**config.mk**
```make
export PLATFORM = sky130hd
export DESIGN_NAME = tap_pulse_detector
export DESIGN_NICKNAME = d
export VERILOG_FILES = /design/src/shared/tap_pkg.sv /design/src/rtl/tap_pulse_detector.sv /design/src/rtl/tap_step_divider.sv /design/src/rtl/tap_axis_compare.sv
export SDC_FILE = /design/constraint.sdc
export NUM_CORES = 1
export LEC_CHECK = 0
export CORE_ASPECT_RATIO = 0.9
export CORE_UTILIZATION = 45
export DETAILED_ROUTE_END_ITERATION = 10
export DONT_BUFFER_PORTS = 1
export MAX_ROUTING_LAYER = met4
export PLACE_DENSITY_LB_ADDON = 0.25
export SLEW_MARGIN = 5
export SYNTH_ARGS = -nofsm -noshare
export SYNTH_HDL_FRONTEND = slang
export SYNTH_SLANG_ARGS = --single-unit
```
**constraint.sdc**
```tcl
create_clock -name mclk -period 9.3 [get_ports mclk]
set_input_delay 0.93 -clock mclk [delete_from_list [all_inputs] [get_ports mclk]]
set_output_delay 0.93 -clock mclk [all_outputs]
set_load 0.1 [all_outputs]
```
**src/shared/tap_pkg.sv**
```systemverilog
package tap_pkg;

  localparam int unsigned REG_W = 8;
  localparam int unsigned SAMPLE_W = 14;
  localparam int unsigned THR_W = 7;
  localparam int unsigned CNT_W = 8;
  localparam int unsigned MULT_W = 9;
  localparam int unsigned IDX_W = 6;
  localparam int unsigned ADDR_LSB = 2;
  localparam int unsigned DATA_W = 32;

  // =====================================================================
  // register indices, byte address is four times the index
  localparam logic [5:0] IDX_CONFIG = 6'h21;
  localparam logic [5:0] IDX_SOURCE = 6'h22;
  localparam logic [5:0] IDX_THR_X = 6'h23;
  localparam logic [5:0] IDX_THR_Y = 6'h24;
  localparam logic [5:0] IDX_THR_Z = 6'h25;
  localparam logic [5:0] IDX_TIME_LIMIT = 6'h26;
  localparam logic [5:0] IDX_LATENCY = 6'h27;
  localparam logic [5:0] IDX_WINDOW = 6'h28;
  localparam logic [5:0] IDX_MODE = 6'h29;
  localparam logic [7:0] RESET_VAL = 8'h00;

  // =====================================================================
  // field positions
  localparam int unsigned CFG_ABORT = 7;
  localparam int unsigned CFG_LATCH = 6;
  localparam int unsigned EN_SINGLE = 0;
  localparam int unsigned EN_DOUBLE = 1;
  localparam int unsigned SRC_EA = 7;
  localparam int unsigned SRC_AX_LSB = 4;
  localparam int unsigned SRC_DPE = 3;
  localparam int unsigned SRC_POL_LSB = 0;
  localparam int unsigned MODE_RATE_LSB = 0;
  localparam int unsigned MODE_PWR_LSB = 3;
  localparam int unsigned MODE_HPF = 5;
  localparam int unsigned MODE_RANGE_LSB = 6;

  // =====================================================================
  // scaling: 8 g in 14 bits is 1024 counts/g, one threshold count is 64
  localparam int unsigned THR_SHIFT = 6;
  localparam logic [1:0] RANGE_2G = 2'h0;
  localparam logic [1:0] RANGE_4G = 2'h1;

  // =====================================================================
  // timing: base step is the finest step of any rate and power mode
  localparam int unsigned CLK_FREQ_MHZ = 10;
  localparam int unsigned BASE_STEP_US = 625;
  localparam int unsigned BASE_STEP_CYCLES = BASE_STEP_US * CLK_FREQ_MHZ;

  localparam logic [1:0] HTRANS_NONSEQ = 2'h2;
  localparam logic [2:0] HSIZE_WORD = 3'h2;

  typedef enum logic [1:0] {
    PWR_NORMAL = 2'b00,
    PWR_LOW_NOISE = 2'b01,
    PWR_HIRES = 2'b10,
    PWR_LOW = 2'b11
  } pwr_type;

  typedef enum logic [2:0] {
    ST_IDLE = 3'b000,
    ST_FIRST = 3'b001,
    ST_LATENCY = 3'b010,
    ST_WINDOW = 3'b011,
    ST_SECOND = 3'b100,
    ST_RELEASE = 3'b101
  } state_type;

  // time-limit step in base steps; rate 0 is 800 Hz, 7 is 1.56 Hz
  function automatic logic [MULT_W-1:0] limit_step(input logic [2:0] rate,
    input pwr_type pwr, input logic hpf);
    logic [MULT_W-1:0] s;
    s = 9'h001;
    if (hpf)
    begin
      s = (rate > 3'h4) ? 9'h020 : 9'(9'h002 << rate);
      if (pwr == PWR_HIRES && rate != 3'h0)
        s = 9'h004;
      else if (pwr != PWR_NORMAL && rate > 3'h4)
        s = 9'h080;
      if (pwr == PWR_LOW && rate > 3'h5)
        s = 9'h100;
    end
    else
    begin
      s = (rate > 3'h4) ? 9'h008 : 9'(9'h001 << ((rate == 3'h0) ? 3'h0 :
        rate - 3'h1));
      if (pwr == PWR_HIRES)
        s = 9'h001;
      else if (pwr == PWR_LOW_NOISE && rate > 3'h4)
        s = 9'h020;
      else if (pwr == PWR_LOW)
        s = (rate > 3'h4) ? 9'h040 : 9'(9'h001 << rate);
    end
    return s;
  endfunction : limit_step

endpackage : tap_pkg

```
**src/rtl/tap_pulse_detector.sv**
```systemverilog
// Added by the designer: the AHB-Lite interface to the registers.
`timescale 1ns/1ps
module tap_pulse_detector #(
  parameter int unsigned STEP_CYCLES = tap_pkg::BASE_STEP_CYCLES,
  parameter int unsigned ADDR_W = 8
)(
  input wire logic mclk,
  input wire logic rstn,
  input wire logic hsel,
  input wire logic [ADDR_W-1:0] haddr,
  input wire logic [1:0] htrans,
  input wire logic hwrite,
  input wire logic [2:0] hsize,
  input wire logic [31:0] hwdata,
  input wire logic hready,
  output logic [31:0] hrdata,
  output logic hreadyout,
  output logic hresp,
  input wire logic sample_valid,
  input wire logic signed [tap_pkg::SAMPLE_W-1:0] raw_x,
  input wire logic signed [tap_pkg::SAMPLE_W-1:0] raw_y,
  input wire logic signed [tap_pkg::SAMPLE_W-1:0] raw_z,
  input wire logic signed [tap_pkg::SAMPLE_W-1:0] hpf_x,
  input wire logic signed [tap_pkg::SAMPLE_W-1:0] hpf_y,
  input wire logic signed [tap_pkg::SAMPLE_W-1:0] hpf_z
);

  localparam int unsigned IW = tap_pkg::IDX_W;
  localparam int unsigned RW = tap_pkg::REG_W;

  if (ADDR_W < IW + tap_pkg::ADDR_LSB || STEP_CYCLES < 2)
  begin : g_chk
    $error("address too narrow or step too short");
  end

  // =====================================================================
  // registers
  logic [RW-1:0] cfg_r;
  logic [RW-1:0] src_r;
  logic [tap_pkg::THR_W-1:0] thr_r [3];
  logic [tap_pkg::CNT_W-1:0] tmlt_r;
  logic [tap_pkg::CNT_W-1:0] ltcy_r;
  logic [tap_pkg::CNT_W-1:0] wind_r;
  logic [RW-1:0] mode_r;

  // =====================================================================
  // bus slave, zero wait states
  logic acc;
  logic in_map;
  logic [IW-1:0] idx;
  logic wr_pend_r;
  logic [IW-1:0] wr_idx_r;
  logic [RW-1:0] rd_val;
  logic src_read;

  assign in_map = (haddr >> (IW + tap_pkg::ADDR_LSB)) == '0;
  assign acc = hsel && hready && htrans == tap_pkg::HTRANS_NONSEQ &&
    hsize == tap_pkg::HSIZE_WORD;
  assign idx = haddr[IW+tap_pkg::ADDR_LSB-1:tap_pkg::ADDR_LSB];
  assign src_read = acc && !hwrite && in_map && idx == tap_pkg::IDX_SOURCE;

  always_ff @(posedge mclk)
  begin
    if (!rstn)
    begin
      wr_pend_r <= 1'b0;
      wr_idx_r <= '0;
    end
    else
    begin
      wr_pend_r <= acc && hwrite && in_map;
      wr_idx_r <= idx;
    end
  end

  // a read right behind a write to the same word sees the new value
  always_comb
  begin
    unique case (idx)
      tap_pkg::IDX_CONFIG: rd_val = cfg_r;
      tap_pkg::IDX_SOURCE: rd_val = src_r;
      tap_pkg::IDX_THR_X: rd_val = {1'b0, thr_r[0]};
      tap_pkg::IDX_THR_Y: rd_val = {1'b0, thr_r[1]};
      tap_pkg::IDX_THR_Z: rd_val = {1'b0, thr_r[2]};
      tap_pkg::IDX_TIME_LIMIT: rd_val = tmlt_r;
      tap_pkg::IDX_LATENCY: rd_val = ltcy_r;
      tap_pkg::IDX_WINDOW: rd_val = wind_r;
      tap_pkg::IDX_MODE: rd_val = mode_r;
      default: rd_val = tap_pkg::RESET_VAL;
    endcase
    if (!in_map)
      rd_val = tap_pkg::RESET_VAL;
    else if (wr_pend_r && wr_idx_r == idx && idx != tap_pkg::IDX_SOURCE)
    begin
      if (idx == tap_pkg::IDX_CONFIG || idx == tap_pkg::IDX_TIME_LIMIT ||
        idx == tap_pkg::IDX_LATENCY || idx == tap_pkg::IDX_WINDOW ||
        idx == tap_pkg::IDX_MODE)
        rd_val = hwdata[RW-1:0];
      else if (idx >= tap_pkg::IDX_THR_X && idx <= tap_pkg::IDX_THR_Z)
        rd_val = {1'b0, hwdata[tap_pkg::THR_W-1:0]};
    end
  end

  always_ff @(posedge mclk)
  begin
    if (!rstn)
    begin
      hrdata <= '0;
      hreadyout <= 1'b0;
      hresp <= 1'b0;
    end
    else
    begin
      hreadyout <= 1'b1;
      hresp <= 1'b0;
      hrdata <= (acc && !hwrite) ? {24'h000000, rd_val} : 32'h00000000;
    end
  end

  always_ff @(posedge mclk)
  begin
    if (!rstn)
    begin
      cfg_r <= tap_pkg::RESET_VAL;
      thr_r <= '{default: '0};
      tmlt_r <= tap_pkg::RESET_VAL;
      ltcy_r <= tap_pkg::RESET_VAL;
      wind_r <= tap_pkg::RESET_VAL;
      mode_r <= tap_pkg::RESET_VAL;
    end
    else if (wr_pend_r)
    begin
      unique case (wr_idx_r)
        tap_pkg::IDX_CONFIG: cfg_r <= hwdata[RW-1:0];
        tap_pkg::IDX_THR_X: thr_r[0] <= hwdata[tap_pkg::THR_W-1:0];
        tap_pkg::IDX_THR_Y: thr_r[1] <= hwdata[tap_pkg::THR_W-1:0];
        tap_pkg::IDX_THR_Z: thr_r[2] <= hwdata[tap_pkg::THR_W-1:0];
        tap_pkg::IDX_TIME_LIMIT: tmlt_r <= hwdata[RW-1:0];
        tap_pkg::IDX_LATENCY: ltcy_r <= hwdata[RW-1:0];
        tap_pkg::IDX_WINDOW: wind_r <= hwdata[RW-1:0];
        tap_pkg::IDX_MODE: mode_r <= hwdata[RW-1:0];
        default: ;
      endcase
    end
  end

  // =====================================================================
  // configuration fields
  logic abort_en;
  logic latch_en;
  logic hpf_en;
  logic [1:0] range_sel;
  logic [2:0] rate_sel;
  tap_pkg::pwr_type pwr_sel;
  logic [2:0] sp_en;
  logic [2:0] dp_en;

  assign abort_en = cfg_r[tap_pkg::CFG_ABORT];
  assign latch_en = cfg_r[tap_pkg::CFG_LATCH];
  assign hpf_en = mode_r[tap_pkg::MODE_HPF];
  assign range_sel = mode_r[tap_pkg::MODE_RANGE_LSB +: 2];
  assign rate_sel = mode_r[tap_pkg::MODE_RATE_LSB +: 3];
  assign pwr_sel = tap_pkg::pwr_type'(mode_r[tap_pkg::MODE_PWR_LSB +: 2]);
  for (genvar a = 0; a < 3; a++)
  begin : g_en
    assign sp_en[a] = cfg_r[2 * a + tap_pkg::EN_SINGLE];
    assign dp_en[a] = cfg_r[2 * a + tap_pkg::EN_DOUBLE];
  end

  // =====================================================================
  // per-axis threshold compare
  logic [2:0] above;
  logic [2:0] neg;
  logic signed [tap_pkg::SAMPLE_W-1:0] axis_in [3];

  always_comb
  begin
    axis_in[0] = hpf_en ? hpf_x : raw_x;
    axis_in[1] = hpf_en ? hpf_y : raw_y;
    axis_in[2] = hpf_en ? hpf_z : raw_z;
  end

  for (genvar a = 0; a < 3; a++)
  begin : g_axis
    tap_axis_compare u_cmp (
      .sample(axis_in[a]),
      .range_select(range_sel),
      .threshold(thr_r[a]),
      .above(above[a]),
      .negative(neg[a])
    );
  end

  // =====================================================================
  // step ticks: limit step, latency and window at twice that
  logic base_tick;
  logic [tap_pkg::MULT_W-1:0] pre_r;
  logic [tap_pkg::MULT_W-1:0] mult;
  logic lim_tick;
  logic half_r;
  logic long_tick;

  tap_step_divider #(
    .CYCLES(STEP_CYCLES)
  ) u_div (
    .mclk(mclk),
    .rstn(rstn),
    .tick(base_tick)
  );

  assign mult = tap_pkg::limit_step(rate_sel, pwr_sel, hpf_en);
  assign lim_tick = base_tick && pre_r >= mult - 1'b1;
  assign long_tick = lim_tick && half_r;

  always_ff @(posedge mclk)
  begin
    if (!rstn)
    begin
      pre_r <= '0;
      half_r <= 1'b0;
    end
    else if (base_tick)
    begin
      pre_r <= lim_tick ? '0 : pre_r + 1'b1;
      if (lim_tick)
        half_r <= !half_r;
    end
  end

  // =====================================================================
  // detection sequence
  tap_pkg::state_type state_r;
  logic [tap_pkg::CNT_W-1:0] cnt_r;
  logic [2:0] axes_r;
  logic [2:0] pol_r;
  logic lat_pulse_r;
  logic [2:0] watch;
  logic [2:0] hit;
  logic any_hit;
  logic ev;
  logic ev_dbl;
  logic [2:0] ev_axes;

  assign watch = sp_en | dp_en;
  assign hit = above & watch;
  assign any_hit = |hit;

  always_comb
  begin
    ev = 1'b0;
    ev_dbl = 1'b0;
    ev_axes = 3'b000;
    if (sample_valid && !any_hit)
    begin
      if (state_r == tap_pkg::ST_FIRST && (axes_r & sp_en) != 3'b000)
      begin
        ev = 1'b1;
        ev_axes = axes_r & sp_en;
      end
      else if (state_r == tap_pkg::ST_SECOND && (axes_r & dp_en) != 3'b000)
      begin
        ev = 1'b1;
        ev_dbl = 1'b1;
        ev_axes = axes_r & dp_en;
      end
    end
  end

  always_ff @(posedge mclk)
  begin
    if (!rstn)
    begin
      state_r <= tap_pkg::ST_IDLE;
      cnt_r <= '0;
      axes_r <= 3'b000;
      pol_r <= 3'b000;
      lat_pulse_r <= 1'b0;
    end
    else
    begin
      unique case (state_r)
        tap_pkg::ST_IDLE:
          if (sample_valid && any_hit)
          begin
            state_r <= tap_pkg::ST_FIRST;
            cnt_r <= '0;
            axes_r <= hit;
            pol_r <= neg & hit;
          end
        tap_pkg::ST_FIRST, tap_pkg::ST_SECOND:
          if (sample_valid && !any_hit)
          begin
            cnt_r <= '0;
            lat_pulse_r <= 1'b0;
            if (state_r == tap_pkg::ST_FIRST && (dp_en & axes_r) != 3'b000)
              state_r <= tap_pkg::ST_LATENCY;
            else
              state_r <= tap_pkg::ST_IDLE;
          end
          else if (lim_tick)
          begin
            if (cnt_r == tmlt_r)
              state_r <= tap_pkg::ST_RELEASE;
            else
              cnt_r <= cnt_r + 1'b1;
          end
        tap_pkg::ST_LATENCY:
          // pulse starts here are ignored unless abort is armed
          if (abort_en && lat_pulse_r && sample_valid && !any_hit)
          begin
            state_r <= tap_pkg::ST_IDLE;
            lat_pulse_r <= 1'b0;
          end
          else if (long_tick && cnt_r == ltcy_r)
          begin
            state_r <= tap_pkg::ST_WINDOW;
            cnt_r <= '0;
          end
          else
          begin
            if (long_tick)
              cnt_r <= cnt_r + 1'b1;
            if (sample_valid && any_hit)
              lat_pulse_r <= 1'b1;
          end
        tap_pkg::ST_WINDOW:
          if (sample_valid && any_hit)
          begin
            state_r <= tap_pkg::ST_SECOND;
            cnt_r <= '0;
            axes_r <= hit;
            pol_r <= neg & hit;
          end
          else if (long_tick)
          begin
            if (cnt_r == wind_r)
              state_r <= tap_pkg::ST_IDLE;
            else
              cnt_r <= cnt_r + 1'b1;
          end
        tap_pkg::ST_RELEASE:
          // an over-long pulse must end before a new one may start
          if (sample_valid && !any_hit)
            state_r <= tap_pkg::ST_IDLE;
        default:
          state_r <= tap_pkg::ST_IDLE;
      endcase
    end
  end

  // =====================================================================
  // source flags; a new event beats a clearing read in the same cycle
  logic [RW-1:0] ev_word;

  always_comb
  begin
    ev_word = tap_pkg::RESET_VAL;
    ev_word[tap_pkg::SRC_EA] = ev;
    ev_word[tap_pkg::SRC_AX_LSB +: 3] = ev_axes;
    ev_word[tap_pkg::SRC_DPE] = ev_dbl;
    ev_word[tap_pkg::SRC_POL_LSB +: 3] = pol_r & ev_axes;
  end

  always_ff @(posedge mclk)
  begin
    if (!rstn)
      src_r <= tap_pkg::RESET_VAL;
    else if (latch_en)
    begin
      // keep the word that first raised the flag until software reads it
      if (ev && (!src_r[tap_pkg::SRC_EA] || src_read))
        src_r <= ev_word;
      else if (src_read)
        src_r <= tap_pkg::RESET_VAL;
    end
    else if (ev)
      src_r <= ev_word;
    else if (sample_valid || src_read)
      src_r <= tap_pkg::RESET_VAL;
  end

endmodule : tap_pulse_detector

```
**src/rtl/tap_step_divider.sv**
```systemverilog
`timescale 1ns/1ps
module tap_step_divider #(
  parameter int unsigned CYCLES = tap_pkg::BASE_STEP_CYCLES
)(
  input wire logic mclk,
  input wire logic rstn,
  output logic tick
);

  localparam int unsigned CW = (CYCLES > 1) ? $clog2(CYCLES) : 1;

  if (CYCLES < 2)
  begin : g_chk
    $error("divider needs at least two cycles");
  end

  logic [CW-1:0] cnt_r;

  always_ff @(posedge mclk)
  begin
    if (!rstn)
    begin
      cnt_r <= '0;
      tick <= 1'b0;
    end
    else
    begin
      tick <= (cnt_r == CW'(CYCLES - 1));
      cnt_r <= (cnt_r == CW'(CYCLES - 1)) ? '0 : cnt_r + 1'b1;
    end
  end

endmodule : tap_step_divider

```
**src/rtl/tap_axis_compare.sv**
```systemverilog
`timescale 1ns/1ps
module tap_axis_compare (
  input wire logic signed [tap_pkg::SAMPLE_W-1:0] sample,
  input wire logic [1:0] range_select,
  input wire logic [tap_pkg::THR_W-1:0] threshold,
  output logic above,
  output logic negative
);

  logic [tap_pkg::SAMPLE_W-1:0] mag;
  logic [tap_pkg::SAMPLE_W-1:0] mag8g;

  always_comb
  begin
    negative = sample[tap_pkg::SAMPLE_W-1];
    mag = negative ? tap_pkg::SAMPLE_W'(-sample) : sample;
    // rescale to the 8 g weight so the threshold weight never moves
    if (range_select == tap_pkg::RANGE_2G)
      mag8g = mag >> 2;
    else if (range_select == tap_pkg::RANGE_4G)
      mag8g = mag >> 1;
    else
      mag8g = mag;
    above = (mag8g >> tap_pkg::THR_SHIFT) >
      tap_pkg::SAMPLE_W'(threshold);
  end

endmodule : tap_axis_compare

```
# [Yosys cells after proc, flatten, opt, wreduce, memory -nomap -nowiden]
# Cells that the tools add are included.
[totals] regBits=151 output_inout_bits=34 wordCells=232
[op_classes] n_addsub=8 n_lt_le_gt_ge=8 eq_ne=49 shift=3 mux=70 bitwise=7 n_reduce_logical=64
[op_table] cell="$mux W14" n=12
[op_table] cell="$mux W8" n=18
[op_table] cell="$eq A6 B6 Y1 const B" n=17
[op_table] cell="$mux W9" n=11
[op_table] cell="$pmux W8 S9" n=1
[op_table] cell="$mux W3" n=14
[op_table] cell="$neg A14 Y14" n=3
[op_table] cell="$pmux W8 S4" n=1
[op_table] cell="$ne A3 B3 Y1 const B" n=10
[op_table] cell="$logic_and A1 B1 Y1" n=25
[op_table] cell="$eq A8 B8 Y1" n=3
[op_table] cell="$gt A8 B7 Y1" n=3
[op_table] cell="$reduce_and A2 Y1" n=12
[op_table] cell="$shl A1 B3 Y9 const A" n=2
[op_table] cell="$and A3 B3 Y3" n=5
[op_table] cell="$pmux W3 S5" n=1
[op_table] cell="$add A13 B1 Y13 const B" n=1
[op_table] cell="$eq A13 B13 Y1 const B" n=1
[op_table] cell="$reduce_bool A3 Y1" n=4
[op_table] cell="$mux W1" n=10
[op_table] cell="$add A9 B1 Y9 const B" n=1
[op_table] cell="$eq A3 B2 Y1 const B" n=3
[op_table] cell="$ge A9 B9 Y1" n=1
[op_table] cell="$shl A2 B3 Y9 const A" n=1
[op_table] cell="other kinds (29)" n=49

# [Logic depth before layout (Yosys ltp)]
[depth] word_depth=16 mapped_depth=22 ltp_nobuf=19

# [Hierarchy]
# Synthesis repeated with hierarchy kept, for this count alone.
[unflattened] cells_unflattened=1133 area_unflattened_um2=9686.8
[modules_own_cells] module="tap_pulse_detector" instances=1 cells_per_inst=826 area_per_inst_um2=7312.0 seq_area_each_um2=2262.2
[modules_own_cells] module="tap_axis_compare" instances=3 cells_per_inst=78 area_per_inst_um2=555.5 seq_area_each_um2=0.0
[modules_own_cells] module="tap_step_divider" instances=1 cells_per_inst=73 area_per_inst_um2=708.2 seq_area_each_um2=280.3

# [Least setup slack after synthesis]
# No wires, ideal clock.
[synth_path] path_type="input port to flip-flop" start="input port raw_x[5] (netlist name)" end="register cnt_r[3] (netlist name)" setup_time_ps=82 arrival_time_ps=4961 t_required_ps=9218 setup_slack_ps=4257 path_stages=18 cell_sequence="or4_1 -> nor4_1 -> o21a_1 -> and3_1 -> clkbuf_1 -> nor3b_1 -> a211o_1 -> a22o_1 -> ha_1 -> a211oi_1 -> o221ai_1 -> a22o_2 -> or3_4 -> buf_6 -> and3_4 -> buf_6 -> or3_1 -> o2111ai_1"
[synth_via] elab_chain_len=12
[synth_rtl] element="start, declared" line_no="tap_pulse_detector.sv:20" rtl="input wire logic signed [tap_pkg::SAMPLE_W-1:0] raw_x,"
[synth_rtl] element="$mux W14 (*)" line_no="tap_pulse_detector.sv:178" rtl="axis_in[0] = hpf_en ? hpf_x : raw_x;"
[synth_rtl] element="$neg A14 Y14 (*)" line_no="tap_axis_compare.sv:16" rtl="mag = negative ? tap_pkg::SAMPLE_W'(-sample) : sample;"
[synth_rtl] element="$mux W14 (*)" line_no="tap_axis_compare.sv:16"
[synth_rtl] element="$mux W14" line_no="tap_axis_compare.sv:20" rtl="else if (range_select == tap_pkg::RANGE_4G)"
[synth_rtl] element="$mux W14 (*)" line_no="tap_axis_compare.sv:18" rtl="if (range_select == tap_pkg::RANGE_2G)"
[synth_rtl] element="$gt A8 B7 Y1 (*)" line_no="tap_axis_compare.sv:24" rtl="above = (mag8g >> tap_pkg::THR_SHIFT) >"
[synth_rtl] element="$and A3 B3 Y3 (*)" line_no="tap_pulse_detector.sv:245" rtl="assign hit = above & watch;"
[synth_rtl] element="$reduce_or A3 Y1 (*)" line_no="tap_pulse_detector.sv:246" rtl="assign any_hit = |hit;"
[synth_rtl] element="$logic_not A1 Y1" line_no="tap_pulse_detector.sv:291, tap_pulse_detector.sv:309"
[synth_rtl] element="$logic_and A1 B1 Y1, on equally long branches" line_no="tap_pulse_detector.sv:291, tap_pulse_detector.sv:309"
[synth_rtl] element="$ne A3 B3 Y1 (no source line) (tied with other cells)"
[synth_rtl] element="$reduce_and A8 Y1 (no source line) or $pmux W8 S4 (tied branches)"
[synth_rtl] element="end signal, assigned" line_no="tap_pulse_detector.sv:305" rtl="cnt_r <= cnt_r + 1'b1;"
[synth_rtl] element="end signal, assigned" line_no="tap_pulse_detector.sv:322" rtl="cnt_r <= cnt_r + 1'b1;"
[synth_rtl] element="end signal, assigned" line_no="tap_pulse_detector.sv:339" rtl="cnt_r <= cnt_r + 1'b1;"
[synth_rtl] element="end, declared" line_no="tap_pulse_detector.sv:233" rtl="logic [tap_pkg::CNT_W-1:0] cnt_r;"
# Mark *: on every way between the ends. The rest lies on a longest branch, timed or not.
# A chain may end at the register's enable or synchronous reset.

# [Worst setup path in the final report]
[layout_path] start="register mode_r[5]" end="register cnt_r[7] (netlist name)"
[layout_via] elab_chain_len=12
[layout_rtl] element="start, declared" line_no="tap_pulse_detector.sv:44" rtl="logic [RW-1:0] mode_r;"
[layout_rtl] element="start signal, assigned" line_no="tap_pulse_detector.sv:129" rtl="mode_r <= tap_pkg::RESET_VAL;"
[layout_rtl] element="start signal, assigned" line_no="tap_pulse_detector.sv:141" rtl="tap_pkg::IDX_MODE: mode_r <= hwdata[RW-1:0];"
[layout_rtl] element="$mux W14, on equally long branches" line_no="tap_pulse_detector.sv:178, tap_pulse_detector.sv:179, tap_pulse_detector.sv:180"
[layout_rtl] element="$neg A14 Y14" line_no="tap_axis_compare.sv:16"
[layout_rtl] element="$mux W14" line_no="tap_axis_compare.sv:16"
[layout_rtl] element="$mux W14" line_no="tap_axis_compare.sv:20"
[layout_rtl] element="$mux W14" line_no="tap_axis_compare.sv:18"
[layout_rtl] element="$gt A8 B7 Y1" line_no="tap_axis_compare.sv:24"
[layout_rtl] element="$and A3 B3 Y3" line_no="tap_pulse_detector.sv:245"
[layout_rtl] element="$reduce_or A3 Y1" line_no="tap_pulse_detector.sv:246"
[layout_rtl] element="$logic_not A1 Y1" line_no="tap_pulse_detector.sv:291, tap_pulse_detector.sv:309"
[layout_rtl] element="$logic_and A1 B1 Y1, on equally long branches" line_no="tap_pulse_detector.sv:291, tap_pulse_detector.sv:309"
[layout_rtl] element="$ne A3 B3 Y1 (no source line) (tied with other cells)"
[layout_rtl] element="$reduce_and A8 Y1 (no source line) or $pmux W8 S4 (tied branches)"
# Parallel ways exist; a longest one is shown, timed or not. The select of a mux whose other input is x is not followed.

==> key figures <==
Yosys
  – Post-Synthesis Cells: about 1200
  – Post-synthesis mux area share: between 10 and 15%
  – Compound-Gate Fraction of Synth Area: 17.6%
  – Synthesis-stage register bit count: roughly 130
  – Post-Synth Adder-Cell Area: around 5.3%
  – Cell variety after synth: 83
  – EDFF count, synth: 0
  – Yosys warns: 0
  – Syn Area/Cell: 7.97 µm²
  – Fraction of registers with async set/reset: 0%
  – Post-synth top area cell: dfxtp_1
  – Register area share after synthesis: between 20% and 30%
  – Mapped cell area: about 9400 µm²
  – Simple-Gate Fraction of Synth Area: between 20% and 30%
  – Ranking of synthesized cells by area: dfxtp_1, mux2i_1, nor2_1, ha_1, xnor2_1
  – Xor/xnor share of the synthesized area: 6.70%
  – Main synth FF type: dfxtp_1
  – Main combinational cell family by area after synthesis: simple AND/OR/NAND/NOR gates
  – Share of the synthesized area in the top cell type: between 20% and 30%

Finish
  – Final instance area: 9890 µm²
  – Layout filler cell count: between 1500 and 2000
  – Ant diodes: 0
  – Nets@finish: roughly 1300
  – Layout cells sized above 1: between 6 and 7%
  – Area grow syn2layout: 5.09%
  – Fin cells: approximately 1400

Place
  – Placed cells: roughly 1400
  – Dpl hpwl: between 15000 and 20000 µm
  – Placed Instance Area: approximately 9300 µm²
  – RePlAce Congestion: between 0.8 and 0.9
  – PortBufs: 0

Clock tree
  – Clk sinks: 127
  – CTS HTree Levels: 4
  – Hold_buf cts: 0
  – Number of setup buffers added after CTS: 0
  – TritonCTS buffer count: 17
  – Post_cts resized: 0
  – CTS max path bufs: 2
  – Worst skew pair latency: between 0.4 and 0.5 ns
  – Clk slew on worst S/H paths: 0.06 ns
  – CTS tree: done
  – CTS Root Cell: clkbuf_16

STA
  – Fin crit share: a little over three fifths
  – Peak Freq: around 170 MHz
  – Slew headroom: between 20% and 30%
  – Worst hold slack: roughly 0.46 ns
  – Final clock skew: 0.0153 ns
  – Final Hold Viols: 0
  – Max Transition Viols Final: 0
  – Slew @ Worst Pin: about 1.2 ns
  – Final setup fails: 0
  – Minimum clock period: roughly 5.8 ns
  – Setup TNS: 0 ns
  – RSZ-0062 raised after global routing: no

Detailed routing
  – Routed wl met2: 11500 µm
  – Met3 WL: around 1800 µm
  – Drc violations: 0
  – Routed vias: just over 8000
  – Antenna-violating nets left: 0
  – Via density: ~6.0
  – Max layer used: met4
  – Metal-1 WL: 11500 µm
  – Drt wl/cell: 18.2 µm
  – Iter 0 DRT Violations: 681
  – 1st-pass router iterations: 5
  – Post-Route WL: 25300 µm

Setup path
  – Crit-path leading delay family: compound AO/OA/AOI/OAI gates
  – Startpoint types: flop
  – Slowest cell on crit path: dfxtp_2
  – CP arrival: 6.17 ns
  – CP Launch Point: mode_r[5]$_SDFFE_PN0P_
  – Crit Path Class: reg2reg
  – R2R cell count: 15
  – Largest stage delay, worst path: between 0.9 and 1 ns
  – Worst r2r dst: cnt_r[7]$_SDFFE_PN0P_
  – Bufs and invs on worst path: 1
  – Critical path's most frequent cell: o2111ai_1
  – Worst Setup End Kind: flop
  – Crit Path Max Fanout: 44
  – Worst path required time: ~9.6 ns
  – CP Cell Sequence: inv_1 -> nor4_1 -> o21a_1 -> and3_1 -> nor3b_1 -> a211o_1 -> a22o_1 -> ha_1 -> a211oi_1 -> o221ai_1 -> a22o_2 -> or3_4 -> a211oi_4 -> o2111ai_1 -> o2111ai_1
  – Crit path to: cnt_r[7]$_SDFFE_PN0P_
  – Reg-to-reg slack, setup: 3.47 ns
  – Reg-to-Reg Start: mode_r[5]$_SDFFE_PN0P_
  – Critical Path Stages: 15

Floorplan
  – Boundary pin count: between 150 and 200
  – Die X: 154 µm
  – Core box area: roughly 20000 µm²
  – Row cnt: 49
  – Initial Util: a little under half
  – Height of the die: roughly 140 µm
  – DIE AREA: between 20000 and 25000 µm²

Power and ir drop
  – P_leak: between 0.003 and 0.004 µW
  – Peak supply drop: around 0.11 mV
  – Pwr dens: roughly 130 nW/µm²

Global routing
  – Vias in the first global route: ~7400
  – Grt ovf: 0
  – GRT Total Usage: 24.0%
  – Initial antenna violation count: 0
  – First-pass GRT wire length: just under 40000 µm
  – Pin count of the biggest net entering global routing: 70

Run status
  – Status: finished, final reports clean

Min path
  – Path category of the worst min-delay check: reg2reg

Run
  – Max_cap viols: 0
==> synthesized netlist by cell type (all sizes together) (9+ instances only) <==
cell       n
a21o       9
o211ai     9
o21ai     59
nand4     17
a22o      14
nand3     33
o2111ai   14
clkbuf    65
ha        40
nor2     137
inv       38
dfxtp    127
nand2    100
xor2      29
and2      18
mux2i    101
and3      17
or3       10
buf       39
nor3      20
mux2      13
nor2b     12
a22oi     16
a21oi     64
nor3b     10
nor4      12
xnor2     43
==> cell usage in the layout (no fill, tap or decap), types with 10 or more instances in the layout <==
cell type / count
xor2_1: 29
and2_1: 16
a21oi_1: 63
nor2_1: 137
nand4_1: 17
o2111ai_1: 14
clkbuf_16: 17
mux2i_1: 100
o21ai_0: 59
inv_1: 37
and3_1: 15
conb_1: 25
a22o_1: 13
nor3_1: 20
nor4_1: 12
nor3b_1: 10
xnor2_1: 43
a22oi_1: 16
nor2b_1: 12
mux2_2: 12
nand2_1: 100
dfxtp_1: 126
ha_1: 40
nand3_1: 32
==> per-layer routing <==
| layer | vias up | GRT usage [%] |
|---|---|---|
| met5 | - | - |
| met4 | 0 | 7.40 |
| met3 | 34 | 4.56 |
| met2 | 276 | 36.7 |
| met1 | 3936 | 31.7 |
| li1 | 4063 | - |
==> how the worst min path moves through the flow <==
stage | depth (start not counted) | slack, ns | from | end
floorplan | 2 | 0.43 | src_r[3]$_SDFFE_PN0P_ | src_r[3]$_SDFFE_PN0P_
global placement | 1 | 0.45 | src_r[6]$_SDFFE_PN0P_ | src_r[6]$_SDFFE_PN0P_
detailed placement | 1 | 0.45 | src_r[6]$_SDFFE_PN0P_ | src_r[6]$_SDFFE_PN0P_
CTS | 1 | 0.46 | src_r[6]$_SDFFE_PN0P_ | src_r[6]$_SDFFE_PN0P_
global route | 2 | 0.48 | pol_r[1]$_SDFFE_PN0P_ | pol_r[1]$_SDFFE_PN0P_
finish | 2 | 0.46 | pol_r[1]$_SDFFE_PN0P_ | pol_r[1]$_SDFFE_PN0P_
==> stage by stage <==
step | utilization, % | power [µW] | worst slack [ns]
2_1_floorplan | - | 688 | 4.26
3_3_place_gp | 46.1 | 684 | 3.67
3_5_place_dp | 46.1 | 685 | 3.53
4_1_cts | 48.9 | 1330 | 3.49
5_1_grt | 48.9 | 1360 | 3.08
6_report | 48.9 | 1320 | 3.47
==> worst register-to-register path, stage by stage (launching register included) <==
cell and delay, ns:
dfxtp_2 0.99, inv_1 0.35, nor4_1 0.90, o21a_1 0.30, and3_1 0.37, nor3b_1 0.10, a211o_1 0.27, a22o_1 0.19
ha_1 0.31, a211oi_1 0.22, o221ai_1 0.16, a22o_2 0.32, or3_4 0.41, a211oi_4 0.55, o2111ai_1 0.21, o2111ai_1 0.11
==> cell families (layout without fill, tap and decap cells) <==
group                      count (synthesis)  in the layout
and+or+nand+nor                          434            434
DFF                                      127            127
xor gates and xnor gates                  72             72
other                                      1             25
buffers and inverters                    142             74
adders and majority gates                 40             40
AOI/OAI and AO/OA                        249            249
muxes                                    116            116
==> registers in the layout, indices dropped and copies added (netlist names) <==
name         flops
ltcy_r           8
tmlt_r           8
wind_r           8
u_div.cnt_r     13
thr_r           21
state_r          3
lat_pulse_r      1
cnt_r            8
mode_r           8
wr_pend_r        1
hrdata           8
u_div.tick       1
hreadyout        1
src_r            8
axes_r           3
pre_r            9
wr_idx_r         6
pol_r            3
cfg_r            8
half_r           1
==> final cells by class <==
| class | instances | area (µm²) | area share [%] |
|---|---|---|---|
| Inverter | 38 | 143 | 1.44 |
| Tap cell | 255 | 319 | 3.23 |
| Clock buffer | 19 | 443 | 4.48 |
| Timing Repair Buffer | 6 | 45.0 | 0.456 |
| Clock inverter | 11 | 119 | 1.20 |
| Sequential cell | 127 | 2540 | 25.7 |
| Multi-Input combinational cell | 936 | 6270 | 63.5 |
==> report_power, final <==
group	internal (µW)	switching, µW
clock	396	250
combinational	33.4	87.5
sequential	547	5.28
(Power assumes the default switching activity.)
